[config.mk]
export PLATFORM = sky130hd
export DESIGN_NAME = ctt_trail_term
export DESIGN_NICKNAME = d
export VERILOG_FILES = /design/src/pkg/ctt_pkg.sv /design/src/design/ctt_fifo.sv /design/src/design/ctt_trail_term.sv
export SDC_FILE = /design/constraint.sdc
export NUM_CORES = 1
export LEC_CHECK = 0
export BUFFER_PORTS_ARGS = -buffer_cell sky130_fd_sc_hd__buf_4
export CORE_AREA = 2 2 484 486
export CTS_CLUSTER_SIZE = 14
export DETAILED_ROUTE_END_ITERATION = 10
export DIE_AREA = 0 0 486 488
export PLACE_DENSITY = 0.45
export SETUP_SLACK_MARGIN = 0.3
export SYNTH_ARGS = -nofsm -noshare
export SYNTH_HDL_FRONTEND = slang
export SYNTH_SLANG_ARGS = --single-unit
[constraint.sdc]
create_clock -name clk -period 3.2 [get_ports clk]
set_input_delay 0.32 -clock clk [delete_from_list [all_inputs] [get_ports clk]]
set_output_delay 0.32 -clock clk [all_outputs]
set_load 0.05 [all_outputs]
[src/pkg/ctt_pkg.sv]
// shared constants for the channel trail termination block
package ctt_pkg;
    // clock and time base
    localparam int CLK_PERIOD_NS  = 50;
    localparam int TICK_PERIOD_NS = 1000000;
    localparam int TICK_CYCLES    = TICK_PERIOD_NS / CLK_PERIOD_NS;
    localparam int TICK_NS_PER_MS = 1000000;
    // fault persistence times
    localparam int FAULT_SET_MS    = 2500;
    localparam int FAULT_CLR_MS    = 10000;
    localparam int FAULT_SET_TICKS = FAULT_SET_MS * (TICK_NS_PER_MS / TICK_PERIOD_NS);
    localparam int FAULT_CLR_TICKS = FAULT_CLR_MS * (TICK_NS_PER_MS / TICK_PERIOD_NS);
    localparam int FAULT_CNT_W     = 14;
    // data path
    localparam int DATA_W     = 64;
    localparam int NUM_CH     = 4;
    localparam int FIFO_DEPTH = 4;
    // reset values
    localparam logic RST_LEVEL = 1'b0;
    // fault persistence states
    typedef enum logic [3:0] {
        FLT_CLEAR   = 4'h1,
        FLT_PEND_ON = 4'h2,
        FLT_ACTIVE  = 4'h4,
        FLT_PEND_OFF = 4'h8
    } ctt_flt_e;
endpackage

[src/design/ctt_fifo.sv]
// small synchronous fifo with valid and ready on both sides
`timescale 1ns/10ps
module ctt_fifo #(
    parameter int WIDTH = 64,
    parameter int DEPTH = 4
) (
    // clock and reset
    input  wire logic             clk,
    input  wire logic             rst_n,
    // fill side
    input  wire logic             in_valid,
    output logic                  in_ready,
    input  wire logic [WIDTH-1:0] in_data,
    // drain side
    output logic                  out_valid,
    input  wire logic             out_ready,
    output logic [WIDTH-1:0]      out_data
);
    localparam int AW = (DEPTH > 1) ? $clog2(DEPTH) : 1;

    logic [WIDTH-1:0] mem_q [DEPTH];
    logic [AW-1:0]    wr_q, wr_d, rd_q, rd_d;
    logic [AW:0]      cnt_q, cnt_d;
    logic             push, pop;

    assign in_ready  = (cnt_q != (AW+1)'(DEPTH));
    assign out_valid = (cnt_q != '0);
    assign out_data  = mem_q[rd_q];
    assign push      = in_valid && in_ready;
    assign pop       = out_valid && out_ready;

    always_comb begin
        wr_d  = wr_q;
        rd_d  = rd_q;
        cnt_d = cnt_q;
        if (push) begin
            wr_d = (wr_q == AW'(DEPTH-1)) ? '0 : wr_q + 1'b1;
        end
        if (pop) begin
            rd_d = (rd_q == AW'(DEPTH-1)) ? '0 : rd_q + 1'b1;
        end
        if (push && !pop) begin
            cnt_d = cnt_q + 1'b1;
        end else if (pop && !push) begin
            cnt_d = cnt_q - 1'b1;
        end
    end

    always_ff @(posedge clk or negedge rst_n) begin
        if (!rst_n) begin
            wr_q  <= '0;
            rd_q  <= '0;
            cnt_q <= '0;
        end else begin
            wr_q  <= wr_d;
            rd_q  <= rd_d;
            cnt_q <= cnt_d;
        end
    end

    always_ff @(posedge clk) begin
        if (push) begin
            mem_q[wr_q] <= in_data;
        end
    end
endmodule // ctt_fifo

[src/design/ctt_trail_term.sv]
// channel trail terminations, fault persistence and null adaptation source
`timescale 1ns/10ps
// Notes on behaviour
// - each source passes data, clock and supervision insert, and maps trail fail to server fail.
// - each sink sets trail fail action with server fail in and passes data, clock, frame start.
// - each sink sets its server fail cause with server fail in and shows it for management.
// - the server fail fault sets only after the cause held unbroken for 2.5 s, within 0.5 s.
// - the server fail fault clears only after the cause has stayed low for 10 s, within 0.5 s.
// - the null adaptation source passes application clock, supervision insert and server fail.
// - while idle insert is requested the null source sends the idle marker instead of data.
module ctt_trail_term #(
    parameter int              DW          = ctt_pkg::DATA_W,
    parameter int              NCH         = ctt_pkg::NUM_CH,
    parameter int              FIFO_DEPTH  = ctt_pkg::FIFO_DEPTH,
    parameter int              TICK_CYCLES = ctt_pkg::TICK_CYCLES,
    parameter int              SET_TICKS   = ctt_pkg::FAULT_SET_TICKS,
    parameter int              CLR_TICKS   = ctt_pkg::FAULT_CLR_TICKS,
    // idle marker word, value is arbitrary
    parameter logic [DW-1:0]   IDLE_WORD   = {DW{1'b0}}
) (
    // clock and reset
    input  wire logic                clk,
    input  wire logic                rst_n,
    // source terminations, adapted side
    input  wire logic [NCH-1:0][DW-1:0] so_adapted_data,
    input  wire logic [NCH-1:0]      so_adapted_clock,
    input  wire logic [NCH-1:0]      so_supervision_insert,
    input  wire logic [NCH-1:0]      so_trail_fail_signal,
    // source terminations, connection side
    output logic [NCH-1:0][DW-1:0]   so_connection_data,
    output logic [NCH-1:0]           so_connection_clock,
    output logic [NCH-1:0]           so_supervision_out,
    output logic [NCH-1:0]           so_server_fail_out,
    // sink terminations, connection side
    input  wire logic [NCH-1:0][DW-1:0] sk_connection_data,
    input  wire logic [NCH-1:0]      sk_connection_clock,
    input  wire logic [NCH-1:0]      sk_frame_start_in,
    input  wire logic [NCH-1:0]      sk_supervision_insert,
    input  wire logic [NCH-1:0]      server_fail_in,
    // sink terminations, adapted side
    output logic [NCH-1:0][DW-1:0]   sk_adapted_data,
    output logic [NCH-1:0]           sk_adapted_clock,
    output logic [NCH-1:0]           adapted_frame_start,
    output logic [NCH-1:0]           sk_supervision_out,
    output logic [NCH-1:0]           trail_fail_signal,
    // sink management
    output logic [NCH-1:0]           server_fail_cause,
    output logic [NCH-1:0]           server_fail_fault,
    // null adaptation source, application side
    input  wire logic [DW-1:0]       app_data,
    input  wire logic                app_clock,
    input  wire logic                app_supervision_insert,
    input  wire logic                idle_insert_request,
    input  wire logic                app_server_fail,
    output logic                     app_ready,
    // null adaptation source, channel side
    output logic [DW-1:0]            adapted_data,
    output logic                     adapted_valid,
    input  wire logic                adapted_ready,
    output logic                     adapted_clock,
    output logic                     ap_supervision_out,
    output logic                     ap_trail_fail_out
);
    localparam int NCK    = 2 * NCH + 1;
    localparam int TICK_W = $clog2(TICK_CYCLES + 1);
    localparam int CW     = ctt_pkg::FAULT_CNT_W;

    // link clock synchronisers: sources, sinks, application
    logic [NCK-1:0] ck_meta_q, ck_s2_q, ck_s3_q, ck_rise;
    logic [NCK-1:0] ck_raw;

    assign ck_raw  = {app_clock, sk_connection_clock, so_adapted_clock};
    assign ck_rise = ck_s2_q & ~ck_s3_q;

    always_ff @(posedge clk or negedge rst_n) begin
        if (!rst_n) begin
            ck_meta_q <= '0;
            ck_s2_q   <= '0;
            ck_s3_q   <= '0;
        end else begin
            ck_meta_q <= ck_raw;
            ck_s2_q   <= ck_meta_q;
            ck_s3_q   <= ck_s2_q;
        end
    end

    // time base tick
    logic [TICK_W-1:0] tick_cnt_q, tick_cnt_d;
    logic              tick_q, tick_d;

    always_comb begin
        tick_d     = 1'b0;
        tick_cnt_d = tick_cnt_q + 1'b1;
        if (tick_cnt_q == TICK_W'(TICK_CYCLES - 1)) begin
            tick_cnt_d = '0;
            tick_d     = 1'b1;
        end
    end

    always_ff @(posedge clk or negedge rst_n) begin
        if (!rst_n) begin
            tick_cnt_q <= '0;
            tick_q     <= 1'b0;
        end else begin
            tick_cnt_q <= tick_cnt_d;
            tick_q     <= tick_d;
        end
    end

    // per channel source and sink terminations
    for (genvar c = 0; c < NCH; c++) begin : g_ch
        logic [DW-1:0]     so_d_q, so_d_d, sk_d_q, sk_d_d;
        logic              so_ck_q, so_ck_d, so_sup_q, so_sup_d, so_ssf_q, so_ssf_d;
        logic              sk_ck_q, sk_ck_d, sk_fs_q, sk_fs_d, sk_sup_q, sk_sup_d;
        logic              tsf_q, tsf_d, cause_q, cause_d, fault_q, fault_d;
        ctt_pkg::ctt_flt_e st_q, st_d;
        logic [CW-1:0]     cnt_q, cnt_d;

        always_comb begin
            so_d_d   = so_d_q;
            sk_d_d   = sk_d_q;
            sk_fs_d  = sk_fs_q;
            if (ck_rise[c]) begin
                so_d_d = so_adapted_data[c];
            end
            if (ck_rise[NCH+c]) begin
                sk_d_d  = sk_connection_data[c];
                sk_fs_d = sk_frame_start_in[c];
            end
            so_ck_d  = ck_s3_q[c];
            so_sup_d = so_supervision_insert[c];
            so_ssf_d = so_trail_fail_signal[c];
            sk_ck_d  = ck_s3_q[NCH+c];
            sk_sup_d = sk_supervision_insert[c];
            tsf_d    = server_fail_in[c];
            cause_d  = server_fail_in[c];
        end

        // fault persistence
        always_comb begin
            st_d  = st_q;
            cnt_d = cnt_q;
            case (st_q)
                ctt_pkg::FLT_CLEAR: begin
                    if (cause_q) begin
                        st_d  = ctt_pkg::FLT_PEND_ON;
                        cnt_d = '0;
                    end
                end
                ctt_pkg::FLT_PEND_ON: begin
                    if (!cause_q) begin
                        st_d = ctt_pkg::FLT_CLEAR;
                    end else if (tick_q) begin
                        if (cnt_q == CW'(SET_TICKS - 1)) begin
                            st_d = ctt_pkg::FLT_ACTIVE;
                        end else begin
                            cnt_d = cnt_q + 1'b1;
                        end
                    end
                end
                ctt_pkg::FLT_ACTIVE: begin
                    if (!cause_q) begin
                        st_d  = ctt_pkg::FLT_PEND_OFF;
                        cnt_d = '0;
                    end
                end
                ctt_pkg::FLT_PEND_OFF: begin
                    if (cause_q) begin
                        st_d = ctt_pkg::FLT_ACTIVE;
                    end else if (tick_q) begin
                        if (cnt_q == CW'(CLR_TICKS - 1)) begin
                            st_d = ctt_pkg::FLT_CLEAR;
                        end else begin
                            cnt_d = cnt_q + 1'b1;
                        end
                    end
                end
                default: begin
                    st_d  = ctt_pkg::FLT_CLEAR;
                    cnt_d = '0;
                end
            endcase
            fault_d = (st_d == ctt_pkg::FLT_ACTIVE) || (st_d == ctt_pkg::FLT_PEND_OFF);
        end

        always_ff @(posedge clk or negedge rst_n) begin
            if (!rst_n) begin
                so_d_q   <= '0;
                sk_d_q   <= '0;
                so_ck_q  <= ctt_pkg::RST_LEVEL;
                so_sup_q <= ctt_pkg::RST_LEVEL;
                so_ssf_q <= ctt_pkg::RST_LEVEL;
                sk_ck_q  <= ctt_pkg::RST_LEVEL;
                sk_fs_q  <= ctt_pkg::RST_LEVEL;
                sk_sup_q <= ctt_pkg::RST_LEVEL;
                tsf_q    <= ctt_pkg::RST_LEVEL;
                cause_q  <= ctt_pkg::RST_LEVEL;
                fault_q  <= ctt_pkg::RST_LEVEL;
                st_q     <= ctt_pkg::FLT_CLEAR;
                cnt_q    <= '0;
            end else begin
                so_d_q   <= so_d_d;
                sk_d_q   <= sk_d_d;
                so_ck_q  <= so_ck_d;
                so_sup_q <= so_sup_d;
                so_ssf_q <= so_ssf_d;
                sk_ck_q  <= sk_ck_d;
                sk_fs_q  <= sk_fs_d;
                sk_sup_q <= sk_sup_d;
                tsf_q    <= tsf_d;
                cause_q  <= cause_d;
                fault_q  <= fault_d;
                st_q     <= st_d;
                cnt_q    <= cnt_d;
            end
        end

        assign so_connection_data[c]  = so_d_q;
        assign so_connection_clock[c] = so_ck_q;
        assign so_supervision_out[c]  = so_sup_q;
        assign so_server_fail_out[c]  = so_ssf_q;
        assign sk_adapted_data[c]     = sk_d_q;
        assign sk_adapted_clock[c]    = sk_ck_q;
        assign adapted_frame_start[c] = sk_fs_q;
        assign sk_supervision_out[c]  = sk_sup_q;
        assign trail_fail_signal[c]   = tsf_q;
        assign server_fail_cause[c]   = cause_q;
        assign server_fail_fault[c]   = fault_q;
    end

    // null adaptation source: words taken on each application clock rise while the fifo has room
    logic [DW-1:0] ap_word, fifo_data;
    logic          fifo_valid, fifo_in_ready, pop;
    logic [DW-1:0] ap_d_q, ap_d_d;
    logic          ap_v_q, ap_v_d, ap_ck_q, ap_ck_d, ap_sup_q, ap_sup_d;
    logic          ap_tsf_q, ap_tsf_d, ap_rdy_q, ap_rdy_d;

    assign ap_word = idle_insert_request ? IDLE_WORD : app_data;
    assign pop     = fifo_valid && (!ap_v_q || adapted_ready);

    ctt_fifo #(
        .WIDTH (DW),
        .DEPTH (FIFO_DEPTH)
    ) u_fifo (
        .clk       (clk),
        .rst_n     (rst_n),
        .in_valid  (ck_rise[NCK-1]),
        .in_ready  (fifo_in_ready),
        .in_data   (ap_word),
        .out_valid (fifo_valid),
        .out_ready (pop),
        .out_data  (fifo_data)
    );

    always_comb begin
        ap_d_d = ap_d_q;
        ap_v_d = ap_v_q;
        if (pop) begin
            ap_d_d = fifo_data;
            ap_v_d = 1'b1;
        end else if (adapted_ready) begin
            ap_v_d = 1'b0;
        end
        ap_ck_d  = ck_s3_q[NCK-1];
        ap_sup_d = app_supervision_insert;
        ap_tsf_d = app_server_fail;
        ap_rdy_d = fifo_in_ready;
    end

    always_ff @(posedge clk or negedge rst_n) begin
        if (!rst_n) begin
            ap_d_q   <= '0;
            ap_v_q   <= 1'b0;
            ap_ck_q  <= ctt_pkg::RST_LEVEL;
            ap_sup_q <= ctt_pkg::RST_LEVEL;
            ap_tsf_q <= ctt_pkg::RST_LEVEL;
            ap_rdy_q <= 1'b0;
        end else begin
            ap_d_q   <= ap_d_d;
            ap_v_q   <= ap_v_d;
            ap_ck_q  <= ap_ck_d;
            ap_sup_q <= ap_sup_d;
            ap_tsf_q <= ap_tsf_d;
            ap_rdy_q <= ap_rdy_d;
        end
    end

    assign adapted_data       = ap_d_q;
    assign adapted_valid      = ap_v_q;
    assign adapted_clock      = ap_ck_q;
    assign ap_supervision_out = ap_sup_q;
    assign ap_trail_fail_out  = ap_tsf_q;
    assign app_ready          = ap_rdy_q;
endmodule // ctt_trail_term

==> results of run 1 <==
-- power groups by stage --
stage / Clock [W] / Sequential (W) / Combinational [W]
after floorplan: 0 / 0.0208 / 0.00358
after CTS: 0.0145 / 0.0161 / 0.0144
after global placement: 0 / 0.0163 / 0.0136
after global routing: 0.0150 / 0.0164 / 0.0148
after detailed placement: 0 / 0.0163 / 0.0136
final: 0.0140 / 0.0161 / 0.0141
-- layout make-up --
| type | instances | area share [%] |
|---|---|---|
| Sequential cell | 991 | 42.15 |
| Timing Repair Buffer | 1905 | 26.08 |
| Multi-Input combinational cell | 1214 | 18.81 |
| Tap cell | 3043 | 6.151 |
| Clock buffer | 157 | 5.316 |
| Clock inverter | 65 | 1.193 |
| Antenna cell | 41 | 0.1658 |
| Inverter | 20 | 0.1213 |
-- stage by stage --
step / power, W / instances / cell area (µm²) / worst slack, ps
after detailed placement: 0.02998 / 6564 / 51660 / 372.0
after floorplan: 0.02435 / 2376 / 38420 / 360.0
after global routing: 0.04614 / 7418 / 61850 / 303.2
after global placement: 0.02991 / 6564 / 51660 / 378.5
final: 0.04415 / 7436 / 61900 / 431.0
after CTS: 0.04502 / 7395 / 61780 / 359.2
-- path summary, 6_finish.rpt --
check / from / to / slack, ps
hold reg to reg: ck_meta_q[0]$_DFF_PN0_ / ck_s2_q[0]$_DFF_PN0_ / 310
hold / removal: rst_n / g_ch[0].so_d_q[40]$_DFFE_PN0P_ / 150
setup / recovery: g_ch[0].cnt_q[0]$_DFFE_PN0P_ / g_ch[0].cnt_q[10]$_DFFE_PN0P_ / 430
max in group asynchronous: rst_n / g_ch[2].sk_d_q[55]$_DFFE_PN0P_ / 1970
min in group clk: sk_connection_clock[0] / ck_meta_q[4]$_DFF_PN0_ / 210
setup reg to reg: g_ch[0].cnt_q[0]$_DFFE_PN0P_ / g_ch[0].cnt_q[10]$_DFFE_PN0P_ / 430
-- logic make-up after synthesis --
kind of cell	count (synthesis)
flops	991
xor+xnor	37
mux	657
simple gates	381
fa+ha+maj	12
compound gates	127
buf+inv	171
-- registers in the layout, summed over array words and instances (netlist names), 9 cells and up --
register and flops:
adapted_data 64, ck_meta_q 9, ck_s2_q 9, ck_s3_q 9
g_ch.cnt_q 56, g_ch.sk_d_q 256, g_ch.so_d_q 256, g_ch.st_q 16
tick_cnt_q 15, u_fifo.mem_q 256
-- Yosys cell counts (14+ instances only) --
cell type and n:
mux2_2 587, a21oi_1 33, nand3_1 36, nand4_1 18, or3_1 16, nor2b_1 82
o21ai_0 28, edfxtp_1 256, buf_4 38, xnor2_1 25, mux4_2 64, inv_1 20
and3_1 14, nand2_1 62, clkbuf_1 100, nor2_1 58, dfrtp_1 731, nor4b_1 14
-- metal layers --
metal | vias to the layer above | share of wire [%] | routed length [µm]
met3 | 269 | 7.3 | 12640
met2 | 1039 | 50 | 86130
li1 | 12520 | - | -
met4 | 36 | 3.5 | 6041
met5 | - | 0.14 | 235
met1 | 14090 | 39 | 67660
-- worst reg2reg max path, cell delays in order (launching register included) --
cell     delay (ps)
dfrtp_1         380
ha_1            250
or4b_4          500
or4_4           560
o21ai_4         240
nor3_2          180
or4_1           530
nand2_1          80
-- repair_timing --
| item | 4_1_cts | 5_1_grt |
|---|---|---|
| setup buffers | 0 | 0 |
| resized for setup | 0 | 2 |
| hold buffers | 609 | 0 |
| hold endpoints to repair | 832 | 0 |
| endpoints found under the setup margin | 0 | 7 |
==> reports/results.txt, run 1 <==
FF+latch area = 0.02609 mm²
Net Switching = 0.01588 W
outcome = completed
CP Depth = 7
final WL = 172.7 mm
fillcell total = 23950
EDFF count, synth = 256
total negative slack = 0 ps
dominant cells by area after synthesis = dfrtp_1 (48%), edfxtp_1 (20%), mux2_2 (17%)
initial drt markers = 1257
RePlAce Congestion = 0.8143
Top delay family on crit path = simple AND/OR/NAND/NOR gates
synth-to-layout area growth = 61.09%
Post-Synth Adder-Cell Area = 0.4103%
Post-Syn Area per Cell = 16.17 µm²
Multi-input gate area = 0.01164 mm²
routed vias = 27960
fin nets = 4873
layout cells sized above 1 = 50.00%
Max Clk Rate = 361.1 MHz
Crit Path Max Fanout = 13
count of standard-cell rows = 177
Logic pwr share = 31.9%
input/output buffers = 1227
Core Region = 0.2319 mm²
XOR/XNOR Fraction of Synth Area = 0.8434%
Net Sw Frac = 35.96%
per-cell routed wire length = 23.22 µm
PD cells = 713.3 mW/mm²
RSZ-0062 raised after global routing = no
Synth Area in Compound Gates = 2.130%
Seq pwr share = 36.5%
critical path arrival = 3430 ps
share of the synthesized area in the top cell type = 47.61%
commonest cells after routing, fill and taps aside = buf_4 (1270), dfrtp_1 (729), dlygate4sd3_1 (609)
vias in the first global route = 29540
final setup fails = 0
largest family of logic cells by synthesized area = multiplexers
crit share post-route = 86.53%
CP Buf/Inv Count = 0
initial antenna violation count = 103
Setup CP Type = reg -> reg
commonest non-fill, non-tap cell in the layout = buf_4
number of buffers created by CTS = 118
synthesis warning total = 0
total global routing overflow = 0
critical path's slowest cell = or4_4
# DRC = 0
root buf cell = clkbuf_16
Die Wd = 486 µm
post-layout util = 26.69%
first-pass GRT wire length = 236.3 mm
Via density = 3.759
grt met2 use = 24.27%
VDD IR-drop max = 433.8 µV
largest net degree at the start of global routing = 76
CTS clk-pin slew, worst paths = 60 ps
grt met3 use = 4.342%
Synth Flop Type = dfrtp_1
post-synth cell types = 64
asr flop ratio synth = 74.17%
syn nets = 2999
Gate Count Post-Synth = 2376
clock share of power = 31.6%
CTS Sinks = 991
Slew Limit Fails = 0
clk_lat worst skew = 760 ps
I/O pins = 1228
met1 Usage GRT = 16.32%
Final Hold Fails = 0
P_leak = 25.87 nW
CP Data Required Time = 3860 ps
HPWL Detailed = 135.0 mm
multiplexer share of the synthesized area = 21.11%
area leader, netlist = dfrtp_1
CP Capture Type = flip-flop
clk_skew = 68.69 ps
Critical Path Max Stage Delay = 560 ps
Die Area = 0.2372 mm²
Pre-Repair DR Iteration Count = 4
Max Cap Viol = 0
initial core utilization = 16.57%
CTS H-tree depth = 3
GR peak layer = met2
Slew HR = 35.73%
GRT Total Usage = 14.07%
Die Ht = 488 µm
worst-path cell chain = ha_1 > or4b_4 > or4_4 > o21ai_4 > nor3_2 > or4_1 > nand2_1
Syn Std Cell Area = 0.03842 mm²
CP Launch Type = flip-flop
Hold Crit Class = in -> async
Internal Power = 0.02827 W
pin slew with the least headroom to its limit = 964.1 ps
Simple-Gate Fraction of Synth Area = 5.568%
TritonCTS clock tree = built
Final ANT Viol Nets = 0
Seq/Total Area, Yosys = 67.89%
post-layout minimum cycle time = 2769 ps
r2r worst-path depth = 7
hold slack final = 152.4 ps
Yosys reg bits = 991
Max Root-Sink Buffers = 3
No activity file was read; power rests on OpenSTA's default activity.
==> run 2: changes to the inputs <==
clock period = 3 ns   (was 3.2 ns; I/O delays follow)
==> reports/results.txt, run 2 (synthesized netlist as in run 1, its figures left out) <==
outcome = completed
total power = 0.04702 W (+6.5%)
DR top layer = met5
metal3 WL = 14.03 mm (+11%)
post-layout minimum cycle time = 2571 ps (-198.5 ps)
Inst Count DP = 6564 (unchanged)
I/O pins = 1228 (unchanged)
Pre-Repair DR Iteration Count = 5 (+1)
Setup CP Type = reg -> reg
commonest cells after routing, fill and taps aside = buf_4 (1266), dfrtp_1 (729), dlygate4sd3_1 (609)
CP Capture Type = flip-flop
Non-Filler Instances = 7430 (-0.081%)
synth-to-layout area growth = 61.35%
Hold Crit Class = in -> async
critical path arrival = 3260 ps (-170 ps)
Max Cap Viol = 0 (unchanged)
commonest non-fill, non-tap cell in the layout = buf_4
initial antenna violation count = 106 (+2.9%)
Slew Limit Fails = 0 (unchanged)
vias in the first global route = 29100 (-1.5%)
RSZ-0062 raised after global routing = no
Max Clk Rate = 389.0 MHz (+7.7%)
PD cells = 758.5 mW/mm² (+6.3%)
Via density = 3.738 (-0.57%)
Top delay family on crit path = simple AND/OR/NAND/NOR gates
per-cell routed wire length = 22.47 µm (-3.3%)
root buf cell = clkbuf_16
number of buffers created by CTS = 119 (+0.85%)
VDD IR-drop max = 543.7 µV (+25%)
Max Root-Sink Buffers = 3 (unchanged)
largest net degree at the start of global routing = 79 (+3.9%)
GRT Total Usage = 13.53% (-0.54 points)
first-pass GRT wire length = 228.4 mm (-3.3%)
DP Area = 0.05173 mm² (+0.15%)
initial core utilization = 16.57% (unchanged)
clk_lat worst skew = 780 ps (+20 ps)
Critical Path Max Stage Delay = 560 ps (about the same)
CP Launch Type = flip-flop
Die Ht = 488 µm (unchanged)
TritonCTS clock tree = built
total negative slack = 0 ps (unchanged)
input/output buffers = 1227 (unchanged)
CTS H-tree depth = 3 (unchanged)
Die Area = 0.2372 mm² (unchanged)
worst-path cell chain = ha_4 > or4b_4 > or4_4 > o21ai_4 > nor3_2 > or4_1 > nand2_1
layout cells sized above 1 = 49.90% (-0.10 points)
CTS Sinks = 991 (unchanged)
total global routing overflow = 0 (unchanged)
wl on met1 = 64.23 mm (-5.1%)
post-layout util = 26.74% (+0.043 points)
RePlAce Congestion = 0.8015 (-1.6%)
Final ANT Viol Nets = 0 (unchanged)
pin slew with the least headroom to its limit = 801.7 ps (-162.4 ps)
HPWL Detailed = 129.4 mm (-4.2%)
Crit Path Max Fanout = 7 (-6)
Final Hold Fails = 0 (unchanged)
final WL = 166.9 mm (-3.3%)
routed vias = 27770 (-0.65%)
count of standard-cell rows = 177 (unchanged)
P_leak = 25.87 nW (about the same)
Core Region = 0.2319 mm² (unchanged)
Largest regs = g_ch.sk_d_q (256), g_ch.so_d_q (256), u_fifo.mem_q (256)
initial drt markers = 1050 (-16%)
crit share post-route = 85.68% (-0.85 points)
Die Wd = 486 µm (unchanged)
CP Data Required Time = 3690 ps (-170 ps)
CTS clk-pin slew, worst paths = 60 ps (about the same)
# DRC = 0 (unchanged)
fillcell total = 23840 (-0.45%)
clk_skew = 56.82 ps (-11.87 ps)
Slew HR = 46.14% (+10 points)
critical path's slowest cell = or4_4
Design Area, Final = 0.06200 mm² (+0.16%)
CP Buf/Inv Count = 0 (unchanged)
fin nets = 4876 (+0.062%)
final setup fails = 0 (unchanged)
met2 wire len = 79.26 mm (-8.0%)
## run 2: worst paths after layout
path	startpoint	depth (start not counted)	endpoint	slack (ps)
worst max-delay path	g_ch[0].cnt_q[1]$_DFFE_PN0P_	7	g_ch[0].cnt_q[10]$_DFFE_PN0P_	430
worst min-delay path	rst_n	2	g_ch[0].so_d_q[19]$_DFFE_PN0P_	60
worst max register to register	g_ch[0].cnt_q[1]$_DFFE_PN0P_	7	g_ch[0].cnt_q[10]$_DFFE_PN0P_	430
worst min register to register	ck_meta_q[5]$_DFF_PN0_	0	ck_s2_q[5]$_DFF_PN0_	350
max in group asynchronous	rst_n	3	g_ch[2].sk_d_q[58]$_DFFE_PN0P_	1880
min in group clk	app_supervision_insert	2	ap_supervision_out$_DFF_PN0_	170
## run 2: timing repair
action                                 CTS  global route
buffers inserted                         0             2
hold buffers                           609             0
setup endpoints to repair                0            10
endpoints found under the hold margin  847             0
resized for setup                        0             3
## run 2: layout make-up
type	count	area, µm²	share of cell area, %
sequential	991	26090	42.09
timing repair buffer	1907	16240	26.19
multi-input combinational	1214	11650	18.80
tap	3043	3807	6.141
clock buffer	173	3412	5.504
clock inverter	44	626.9	1.011
antenna	38	95.09	0.1534
inverter	20	75.07	0.1211
## run 2: power by group
| group | switching [W] | leakage [nW] | total, W | internal, W |
|---|---|---|---|---|
| Clock | 0.00623 | 1.95 | 0.0148 | 0.00862 |
| Combinational | 0.00960 | 12.8 | 0.0152 | 0.00558 |
| Sequential | 0.00114 | 11.1 | 0.0170 | 0.0159 |
## run 2: layer usage
| metal | GRT usage [%] | vias to the layer above |
|---|---|---|
| li1 | - | 12480 |
| met1 | 15.47 | 13900 |
| met2 | 22.18 | 998 |
| met3 | 5.178 | 331 |
| met4 | 6.420 | 68 |
| met5 | 0 | - |
## run 2: stage by stage
step	worst slack (ps)	hold slack, ps
CTS	321.1	34.93
global placement	336.6	295.5
global route	297.9	49.71
detailed placement	327.6	300.9
finish	429.5	61.09
floorplan	338.8	4.409
